## config.mk

```make
export PLATFORM = sky130hd
export DESIGN_NAME = mft_top
export DESIGN_NICKNAME = d
export VERILOG_FILES = /design/src/verilog/mft_pkg.sv /design/src/verilog/mft_sync.sv /design/src/verilog/mft_prescaler.sv /design/src/verilog/mft_top.sv
export SDC_FILE = /design/constraint.sdc
export NUM_CORES = 1
export LEC_CHECK = 0
export CAP_MARGIN = 0
export CORE_ASPECT_RATIO = 0.5
export CORE_UTILIZATION = 35
export CTS_BUF_LIST = sky130_fd_sc_hd__clkbuf_16
export CTS_CLUSTER_SIZE = 20
export DETAILED_ROUTE_END_ITERATION = 7
export DONT_BUFFER_PORTS = 1
export GPL_ROUTABILITY_DRIVEN = 0
export HOLD_SLACK_MARGIN = 0.06
export PLACE_DENSITY = 0.58
export SKIP_CTS_REPAIR_TIMING = 1
export SYNTH_ARGS = -nofsm -noshare
export SYNTH_HDL_FRONTEND = slang
export SYNTH_SLANG_ARGS = --single-unit
```

## constraint.sdc

```tcl
create_clock -name clock -period 5.3 [get_ports clock]
set_input_delay 0 -clock clock [delete_from_list [all_inputs] [get_ports clock]]
set_output_delay 0 -clock clock [all_outputs]
set_load 0.03 [all_outputs]
```

## src/verilog/mft_pkg.sv

```systemverilog
package mft_pkg;

  // ----------------------------------------------------------------
  // channel counts and counter values
  // ----------------------------------------------------------------
  localparam int NA = 2;
  localparam int NB = 3;
  localparam logic [15:0] CNT_RST = 16'h0000;
  localparam logic [15:0] CNT_ONE = 16'h0001;
  localparam logic [15:0] PER16_M1 = 16'hFFFE;
  localparam logic [15:0] PER8_M1 = 16'h00FE;
  localparam logic [7:0] PRE_ZERO = 8'h00;
  localparam logic [7:0] PRE_ONE = 8'h01;
  // value returned for a modulator channel read; it is arbitrary
  localparam logic [15:0] PWM_RD_VAL = 16'h0000;

  // ----------------------------------------------------------------
  // selector codes
  // ----------------------------------------------------------------
  localparam logic [1:0] SRC_DIV1 = 2'h0;
  localparam logic [1:0] SRC_DIV8 = 2'h1;
  localparam logic [1:0] SRC_DIV32 = 2'h2;
  localparam logic [1:0] SRC_SUB32 = 2'h3;
  localparam logic [1:0] TB_TIMER = 2'h0;
  localparam logic [1:0] TB_EVENT = 2'h1;
  localparam logic [1:0] TB_MEAS = 2'h2;
  localparam logic [1:0] EDGE_FALL = 2'h0;
  localparam logic [1:0] EDGE_RISE = 2'h1;
  localparam logic [1:0] EDGE_BOTH = 2'h2;
  localparam logic [2:0] DIV8_LAST = 3'h7;
  localparam logic [4:0] DIV32_LAST = 5'h1F;
  localparam logic [4:0] DIV_ONE = 5'h01;

  // ----------------------------------------------------------------
  // types
  // ----------------------------------------------------------------
  typedef enum logic {ST_STOP = 1'b0, ST_RUN = 1'b1} mft_state_t;

  typedef struct packed {
    logic div1;
    logic div8;
    logic div32;
    logic sub32;
  } mft_ticks_t;

  typedef struct packed {
    logic [1:0] src;
    logic mode8;
    logic trig_en;
  } mft_pwm_cfg_t;

  typedef struct packed {
    logic [1:0] mode;
    logic [1:0] src;
    logic [1:0] edge_sel;
    logic ev_neigh;
  } mft_tb_cfg_t;

  function automatic logic pick_tick(input mft_ticks_t t, input logic [1:0] s);
    case (s)
      SRC_DIV1: pick_tick = t.div1;
      SRC_DIV8: pick_tick = t.div8;
      SRC_DIV32: pick_tick = t.div32;
      SRC_SUB32: pick_tick = t.sub32;
      default: pick_tick = 1'b0;
    endcase
  endfunction

endpackage

```

## src/verilog/mft_sync.sv

```systemverilog
`timescale 1ns/10ps
`default_nettype none
module mft_sync #(
  parameter int W = 1
) (
  input wire logic clock,
  input wire logic nrst,
  input wire logic [W-1:0] pin,
  output logic [W-1:0] level,
  output logic [W-1:0] rise,
  output logic [W-1:0] fall
);
  import mft_pkg::*;

  logic [W-1:0] s1_q, s2_q, s3_q;

  always_ff @(posedge clock) begin
    if (!nrst) begin
      s1_q <= '0;
      s2_q <= '0;
      s3_q <= '0;
    end else begin
      s1_q <= pin;
      s2_q <= s1_q;
      s3_q <= s2_q;
    end
  end

  // only the second and third stages feed logic
  assign level = s2_q;
  assign rise = s2_q & ~s3_q;
  assign fall = ~s2_q & s3_q;

endmodule
`default_nettype wire

```

## src/verilog/mft_prescaler.sv

```systemverilog
`timescale 1ns/10ps
`default_nettype none
module mft_prescaler (
  input wire logic clock,
  input wire logic nrst,
  input wire logic sub_rise,
  output mft_pkg::mft_ticks_t ticks
);
  import mft_pkg::*;

  logic [4:0] div_q, div_d, sub_q, sub_d;
  mft_ticks_t tk_q, tk_d;

  always_comb begin
    div_d = div_q + DIV_ONE;
    sub_d = sub_rise ? sub_q + DIV_ONE : sub_q;
    tk_d.div1 = 1'b1;
    tk_d.div8 = (div_q[2:0] == DIV8_LAST);
    tk_d.div32 = (div_q == DIV32_LAST);
    tk_d.sub32 = sub_rise && (sub_q == DIV32_LAST);
  end

  always_ff @(posedge clock) begin
    if (!nrst) begin
      div_q <= 5'h00;
      sub_q <= 5'h00;
      tk_q <= '0;
    end else begin
      div_q <= div_d;
      sub_q <= sub_d;
      tk_q <= tk_d;
    end
  end

  assign ticks = tk_q;

endmodule
`default_nettype wire

```

## src/verilog/mft_top.sv

```systemverilog
`timescale 1ns/10ps
`default_nettype none
// Notes on behaviour
// - modulator counts down on selected prescaled clock
// - modulator reloads at rising output edge
// - triggers ignored while modulator counts
// - 16-bit: high n, period 65535
// - 8-bit: high n times (m+1)
// - 8-bit: period 255 times (m+1)
// - start on flag, also needing a trigger when trig_en is set, stop on clear
// - modulator interrupt on output falling while running; a stop raises none
// - modulators only on channels two, three
// - modulator read returns fixed meaningless value
// - stopped write loads counter, else reload
// - counter b mode from two bits
// - timer mode counts clock, pin stays port
// - underflow reloads, continues, raises interrupt
// - underflow rate source over n plus one
// - counter b runs while start flag set, in timer or event mode only
// - event mode counts pin or neighbour underflow
// - pin edge polarity selectable rise fall both
// - counter b read gives live count
// - counter b stopped write loads both
module mft_top (
  input wire logic clock,
  input wire logic nrst,
  input wire logic subclk_pin,
  input wire logic [15:0] wdata,
  input wire logic [mft_pkg::NA-1:0] start_a,
  input wire logic [mft_pkg::NA-1:0] trig_a,
  input wire logic [mft_pkg::NA-1:0] wr_a,
  input wire mft_pkg::mft_pwm_cfg_t [mft_pkg::NA-1:0] pwm_cfg,
  input wire logic [mft_pkg::NB-1:0] start_b,
  input wire logic [mft_pkg::NB-1:0] wr_b,
  input wire mft_pkg::mft_tb_cfg_t [mft_pkg::NB-1:0] tb_cfg,
  input wire logic [mft_pkg::NB-1:0] counter_b_input_pin,
  output logic pwm_ch2_output_pin,
  output logic pwm_ch3_output_pin,
  output logic [mft_pkg::NA-1:0] irq_a,
  output logic [mft_pkg::NA-1:0][15:0] pwm_rdata,
  output logic [mft_pkg::NB-1:0] irq_b,
  output logic [mft_pkg::NB-1:0][15:0] tb_count,
  output logic [mft_pkg::NB-1:0] counter_b_pin_level
);
  import mft_pkg::*;

  // ----------------------------------------------------------------
  // clock sources and pin synchronisers
  // ----------------------------------------------------------------
  mft_ticks_t ticks;
  logic sub_rise;
  logic [NB-1:0] pin_rise, pin_fall;

  mft_sync #(
    .W(1)
  ) u_sub_sync (
    .clock(clock),
    .nrst(nrst),
    .pin(subclk_pin),
    .level(),
    .rise(sub_rise),
    .fall()
  );

  mft_sync #(
    .W(NB)
  ) u_pin_sync (
    .clock(clock),
    .nrst(nrst),
    .pin(counter_b_input_pin),
    .level(counter_b_pin_level),
    .rise(pin_rise),
    .fall(pin_fall)
  );

  mft_prescaler u_presc (
    .clock(clock),
    .nrst(nrst),
    .sub_rise(sub_rise),
    .ticks(ticks)
  );

  // ----------------------------------------------------------------
  // modulator channel state
  // ----------------------------------------------------------------
  mft_state_t [NA-1:0] a_st_q, a_st_d;
  logic [NA-1:0][15:0] a_rel_q, a_rel_d;
  logic [NA-1:0][15:0] a_cur_q, a_cur_d;
  logic [NA-1:0][15:0] a_cnt_q, a_cnt_d;
  logic [NA-1:0][7:0] a_pre_q, a_pre_d;
  logic [NA-1:0] a_out_q, a_out_d;
  logic [NA-1:0] a_irq_q, a_irq_d;
  logic [NA-1:0][15:0] a_per, a_el, a_n;
  logic [NA-1:0] a_tick;

  // ----------------------------------------------------------------
  // modulator next state
  // ----------------------------------------------------------------
  // cnt walks the period down to zero; the output is high while the
  // steps already taken are fewer than n, so high time and period
  // come from one counter and cannot drift apart.
  always_comb begin
    for (int i = 0; i < NA; i++) begin
      a_per[i] = pwm_cfg[i].mode8 ? PER8_M1 : PER16_M1;
      a_tick[i] = pick_tick(ticks, pwm_cfg[i].src);
      a_st_d[i] = a_st_q[i];
      a_rel_d[i] = a_rel_q[i];
      a_cur_d[i] = a_cur_q[i];
      a_cnt_d[i] = a_cnt_q[i];
      a_pre_d[i] = a_pre_q[i];
      if (wr_a[i]) begin
        a_rel_d[i] = wdata;
        if (a_st_q[i] == ST_STOP) begin
          a_cur_d[i] = wdata;
        end
      end
      case (a_st_q[i])
        ST_STOP: begin
          if (start_a[i] && (!pwm_cfg[i].trig_en || trig_a[i])) begin
            a_st_d[i] = ST_RUN;
            a_cnt_d[i] = a_per[i];
            a_pre_d[i] = a_cur_d[i][7:0];
          end
        end
        ST_RUN: begin
          // trig_a is not looked at here at all
          if (!start_a[i]) begin
            a_st_d[i] = ST_STOP;
          end else if (a_tick[i]) begin
            if (pwm_cfg[i].mode8 && (a_pre_q[i] != PRE_ZERO)) begin
              a_pre_d[i] = a_pre_q[i] - PRE_ONE;
            end else if (a_cnt_q[i] == CNT_RST) begin
              a_cur_d[i] = a_rel_q[i];
              a_cnt_d[i] = a_per[i];
              a_pre_d[i] = a_rel_q[i][7:0];
            end else begin
              a_cnt_d[i] = a_cnt_q[i] - CNT_ONE;
              a_pre_d[i] = a_cur_q[i][7:0];
            end
          end
        end
        default: begin
          a_st_d[i] = ST_STOP;
        end
      endcase
      a_el[i] = a_per[i] - a_cnt_d[i];
      a_n[i] = pwm_cfg[i].mode8 ? {8'h00, a_cur_d[i][15:8]} : a_cur_d[i];
      a_out_d[i] = (a_st_d[i] == ST_RUN) && (a_el[i] < a_n[i]);
      // a stop is not a pulse end, so it raises no request
      a_irq_d[i] = a_out_q[i] && !a_out_d[i] && (a_st_d[i] == ST_RUN);
    end
  end

  always_ff @(posedge clock) begin
    if (!nrst) begin
      for (int i = 0; i < NA; i++) begin
        a_st_q[i] <= ST_STOP;
        a_rel_q[i] <= CNT_RST;
        a_cur_q[i] <= CNT_RST;
        a_cnt_q[i] <= CNT_RST;
        a_pre_q[i] <= PRE_ZERO;
      end
      a_out_q <= '0;
      a_irq_q <= '0;
    end else begin
      a_st_q <= a_st_d;
      a_rel_q <= a_rel_d;
      a_cur_q <= a_cur_d;
      a_cnt_q <= a_cnt_d;
      a_pre_q <= a_pre_d;
      a_out_q <= a_out_d;
      a_irq_q <= a_irq_d;
    end
  end

  // ----------------------------------------------------------------
  // counter b channel state
  // ----------------------------------------------------------------
  mft_state_t [NB-1:0] b_st_q, b_st_d;
  logic [NB-1:0][15:0] b_rel_q, b_rel_d;
  logic [NB-1:0][15:0] b_cnt_q, b_cnt_d;
  logic [NB-1:0] b_uf_q, b_uf_d;
  logic [NB-1:0] b_pin_ev, b_ev, b_counting;

  // ----------------------------------------------------------------
  // counter b next state
  // ----------------------------------------------------------------
  // the neighbour of channel i is channel i-1 (0 takes the last one);
  // its underflow is seen one cycle late, which keeps the chain free
  // of combinational loops.
  always_comb begin
    for (int i = 0; i < NB; i++) begin
      b_counting[i] = (tb_cfg[i].mode == TB_TIMER) || (tb_cfg[i].mode == TB_EVENT);
      case (tb_cfg[i].edge_sel)
        EDGE_FALL: b_pin_ev[i] = pin_fall[i];
        EDGE_RISE: b_pin_ev[i] = pin_rise[i];
        EDGE_BOTH: b_pin_ev[i] = pin_rise[i] | pin_fall[i];
        default: b_pin_ev[i] = 1'b0;
      endcase
      case (tb_cfg[i].mode)
        TB_TIMER: b_ev[i] = pick_tick(ticks, tb_cfg[i].src);
        TB_EVENT: begin
          if (tb_cfg[i].ev_neigh) begin
            b_ev[i] = b_uf_q[(i + NB - 1) % NB];
          end else begin
            b_ev[i] = b_pin_ev[i];
          end
        end
        default: b_ev[i] = 1'b0;
      endcase
      b_st_d[i] = b_st_q[i];
      b_rel_d[i] = b_rel_q[i];
      b_cnt_d[i] = b_cnt_q[i];
      b_uf_d[i] = 1'b0;
      if (wr_b[i]) begin
        b_rel_d[i] = wdata;
        if (b_st_q[i] == ST_STOP) begin
          b_cnt_d[i] = wdata;
        end
      end
      case (b_st_q[i])
        ST_STOP: begin
          if (start_b[i] && b_counting[i]) begin
            b_st_d[i] = ST_RUN;
          end
        end
        ST_RUN: begin
          if (!start_b[i] || !b_counting[i]) begin
            b_st_d[i] = ST_STOP;
          end else if (b_ev[i]) begin
            if (b_cnt_q[i] == CNT_RST) begin
              // n+1 events per underflow: n down to zero inclusive
              b_cnt_d[i] = b_rel_q[i];
              b_uf_d[i] = 1'b1;
            end else begin
              b_cnt_d[i] = b_cnt_q[i] - CNT_ONE;
            end
          end
        end
        default: begin
          b_st_d[i] = ST_STOP;
        end
      endcase
    end
  end

  always_ff @(posedge clock) begin
    if (!nrst) begin
      for (int i = 0; i < NB; i++) begin
        b_st_q[i] <= ST_STOP;
        b_rel_q[i] <= CNT_RST;
        b_cnt_q[i] <= CNT_RST;
      end
      b_uf_q <= '0;
    end else begin
      b_st_q <= b_st_d;
      b_rel_q <= b_rel_d;
      b_cnt_q <= b_cnt_d;
      b_uf_q <= b_uf_d;
    end
  end

  // ----------------------------------------------------------------
  // outputs
  // ----------------------------------------------------------------
  assign pwm_ch2_output_pin = a_out_q[0];
  assign pwm_ch3_output_pin = a_out_q[1];
  assign irq_a = a_irq_q;
  assign irq_b = b_uf_q;
  assign tb_count = b_cnt_q;

  // the live modulator count is deliberately hidden
  always_comb begin
    for (int i = 0; i < NA; i++) begin
      pwm_rdata[i] = PWM_RD_VAL;
    end
  end

endmodule
`default_nettype wire

```

==> results.ini <==
[timing]
setup_viol=0
drv_slew=0
max-slew-margin-rel=0.254
fin_skew_ps=18.0
fmaxAchievable_mhz=199
fin_crit_sh=0.950
finalHoldViolations=1
timing.hold.ws_ps=-19.4
finalCriticalPeriod_ps=5040
worst_pin_slew_ps=1120

[layout]
final_area_sq_um=17700
layoutNonFillerInstCount=2508
layout-drive-gt1-share=0.124
syn2layout_area_growth_pct=14.6
finish.utilization=0.413
nets=2034

[floorplanning]
core_sq_um=42700
io_pins=153
start_util=0.361
fp.dieH_microns=150
die_x_microns=299
dieArea_sq_um=44900
rows=53

[outcome]
status=finished, violations left
violations=hold timing

[detailed_routing]
viasPerCell=5.37
routed_wl_mm=45.6
drt_iter0_markers=866
postRouteAntennaNets=0
wl_per_cell_microns=18.2
vias=13470
drc=0
first_pass_iters=7

[critical_path]
crit_path_start_kind=register
rr_endpoint=irq_a[0]
crit_path_max_fanout=11
arrival_ps=5480
r2r_cells=21
startpoint=a_pre_q[1]
r2r_slack_ps=260
required_ps=5740
reg2reg_from=a_pre_q[1]
worstSetupPathType=register to register
cp-endpoint=irq_a[0]
setup.worst_path.end_class=register

[logic_synthesis]
yosysMostFrequentCell=nor2_1
yosysTopAreaCellShare=0.320
synth_cells=1892
synth_common_cells=nor2_1, dfxtp_1, nand2_1, mux2i_1
async_flop_share=0
synth_cell_types=85
ys.flop_type=dfxtp_1
synth_enable_flop_cells=0
ys_seq_elements=246
yosysWarnings=0
seq_area_frac_synth=0.320
synth_area_leaders=dfxtp_1, mux2i_1, nor2_1
post-synth-top-area-cell=dfxtp_1
netlist_area_sq_um=15400
avgSynthCellArea_sq_um=8.14

[clock_network]
clkSinkCount=246
htree_levels=1
clk_pin_slew_ps=70
cts_tree=done
cts.path.max_buffers=3
clock_latency_ps=550
cts_made_buffers=26
cts-root-buf=clkbuf_16

[power_and_ir_drop]
vdd_drop_max_mv=0.197
p_leak_nw=7.35
powerDensity_nw_per_um2=314

[placed_design]
portBuffers=0
placed_area_sq_um=15800
hpwl_mm=30.6
post-place-cells=2387

[worst_hold_path]
min_path_type=primary input to register

[global_route]
grt_usage=0.190
antenna_found_initial=6
first_global_vias=12113
grt_pass1_wl_mm=68.8
grt_remaining_overflow=0
grt_max_degree=130

[run]
maxCapViolCount=0

[metrics by stage]
step	hold WS [ps]	total power [mW]	setup TNS, ps	worst slack, ps
2_1_floorplan	27.7	3.20	0	248
3_3_place_gp	41.0	3.41	0	123
3_5_place_dp	41.6	3.42	0	49.4
4_1_cts	-542	5.43	-20.9	-20.9
5_1_grt	61.0	5.85	-102	-91.8
6_report	-19.4	5.54	0	263
[flip-flops by register name, summed over array words and instances (netlist names)]
name / count
a_cnt_q: 32
a_cur_q: 32
a_out_q: 2
a_pre_q: 16
a_rel_q: 32
a_st_q: 2
b_rel_q: 48
b_st_q: 3
irq_a: 2
irq_b: 3
tb_count: 48
u_pin_sync.level: 3
u_pin_sync.s1_q: 3
u_pin_sync.s3_q: 3
u_presc.div_q: 5
u_presc.sub_q: 5
u_presc.ticks: 4
u_sub_sync.level: 1
u_sub_sync.s1_q: 1
u_sub_sync.s3_q: 1
[critical path, stage by stage, from the launching register on]
cell and delay (ps):
dfxtp_1 330, inv_1 80, ha_2 190, or4b_4 510, o41a_1 390, nor3_2 320, buf_6 210, nand3_1 100
o21ai_0 140, ha_1 230, o2111a_1 260, nand4_1 130, buf_4 170, a21oi_2 210, nor3b_1 90, a311o_1 340
ha_1 200, a21o_1 170, a21o_1 180, a211oi_2 300, o41ai_4 170, and3_1 210
[worst min-delay path by stage]
| stage | from | endpoint | slack, ps | cells after the start |
|---|---|---|---|---|
| after floorplan | nrst | u_presc.ticks[3] | 30 | 0 |
| after global placement | nrst | u_presc.ticks[3] | 40 | 0 |
| after detailed placement | nrst | u_presc.ticks[3] | 40 | 0 |
| after CTS | nrst | u_presc.ticks[3] | -540 | 0 |
| after global routing | pwm_cfg[5] | a_cnt_q[24] | 60 | 5 |
| final | pwm_cfg[5] | a_cnt_q[24] | -20 | 5 |
[layout make-up]
type                            count  area [sq um]
Clock buffer                       27           676
Inverter                           48           185
Antenna cell                        7          17.5
Clock inverter                     21           245
Tap cell                          577           722
Sequential cell                   246          4920
Multi-Input combinational cell   1479          9900
Timing Repair Buffer              103           983
Fill cell                        4357         25100
[cells by family (layout without fill, tap and decap cells)]
group	after synthesis	in the layout	synth area share
compound gates	373	373	0.158
xor+xnor	77	77	0.0438
fa+ha+maj	67	67	0.0544
buf+inv	198	199	0.0587
flops	246	246	0.320
mux	200	200	0.138
other cells	1	39	0.000243
simple gates	730	730	0.227
[layout by cell type, fill, tap and decap left out, types with 31 or more instances in the layout]
master / n
nor2_1: 291
dfxtp_1: 246
nand2_1: 157
mux2i_1: 142
a21oi_1: 97
o21ai_0: 89
ha_1: 66
a211oi_1: 64
dlygate4sd3_1: 56
mux2_2: 53
inv_1: 45
xnor2_1: 44
nor3_1: 42
buf_4: 40
xor2_1: 33
nand3_1: 32
conb_1: 32
and2_1: 31
[power by group]
part | internal, mW | switching, mW
Sequential | 1.97 | 0.179
Clock | 1.14 | 0.847
Combinational | 0.611 | 0.804
[routing by layer]
metal,up-vias,part of all wire,GRT usage
li1,6683,-,-
met1,6436,0.47,0.256
met2,291,0.47,0.325
met3,60,0.037,0.0218
met4,0,0.025,0.0485
met5,-,0,0
(Power assumes the default switching activity.)
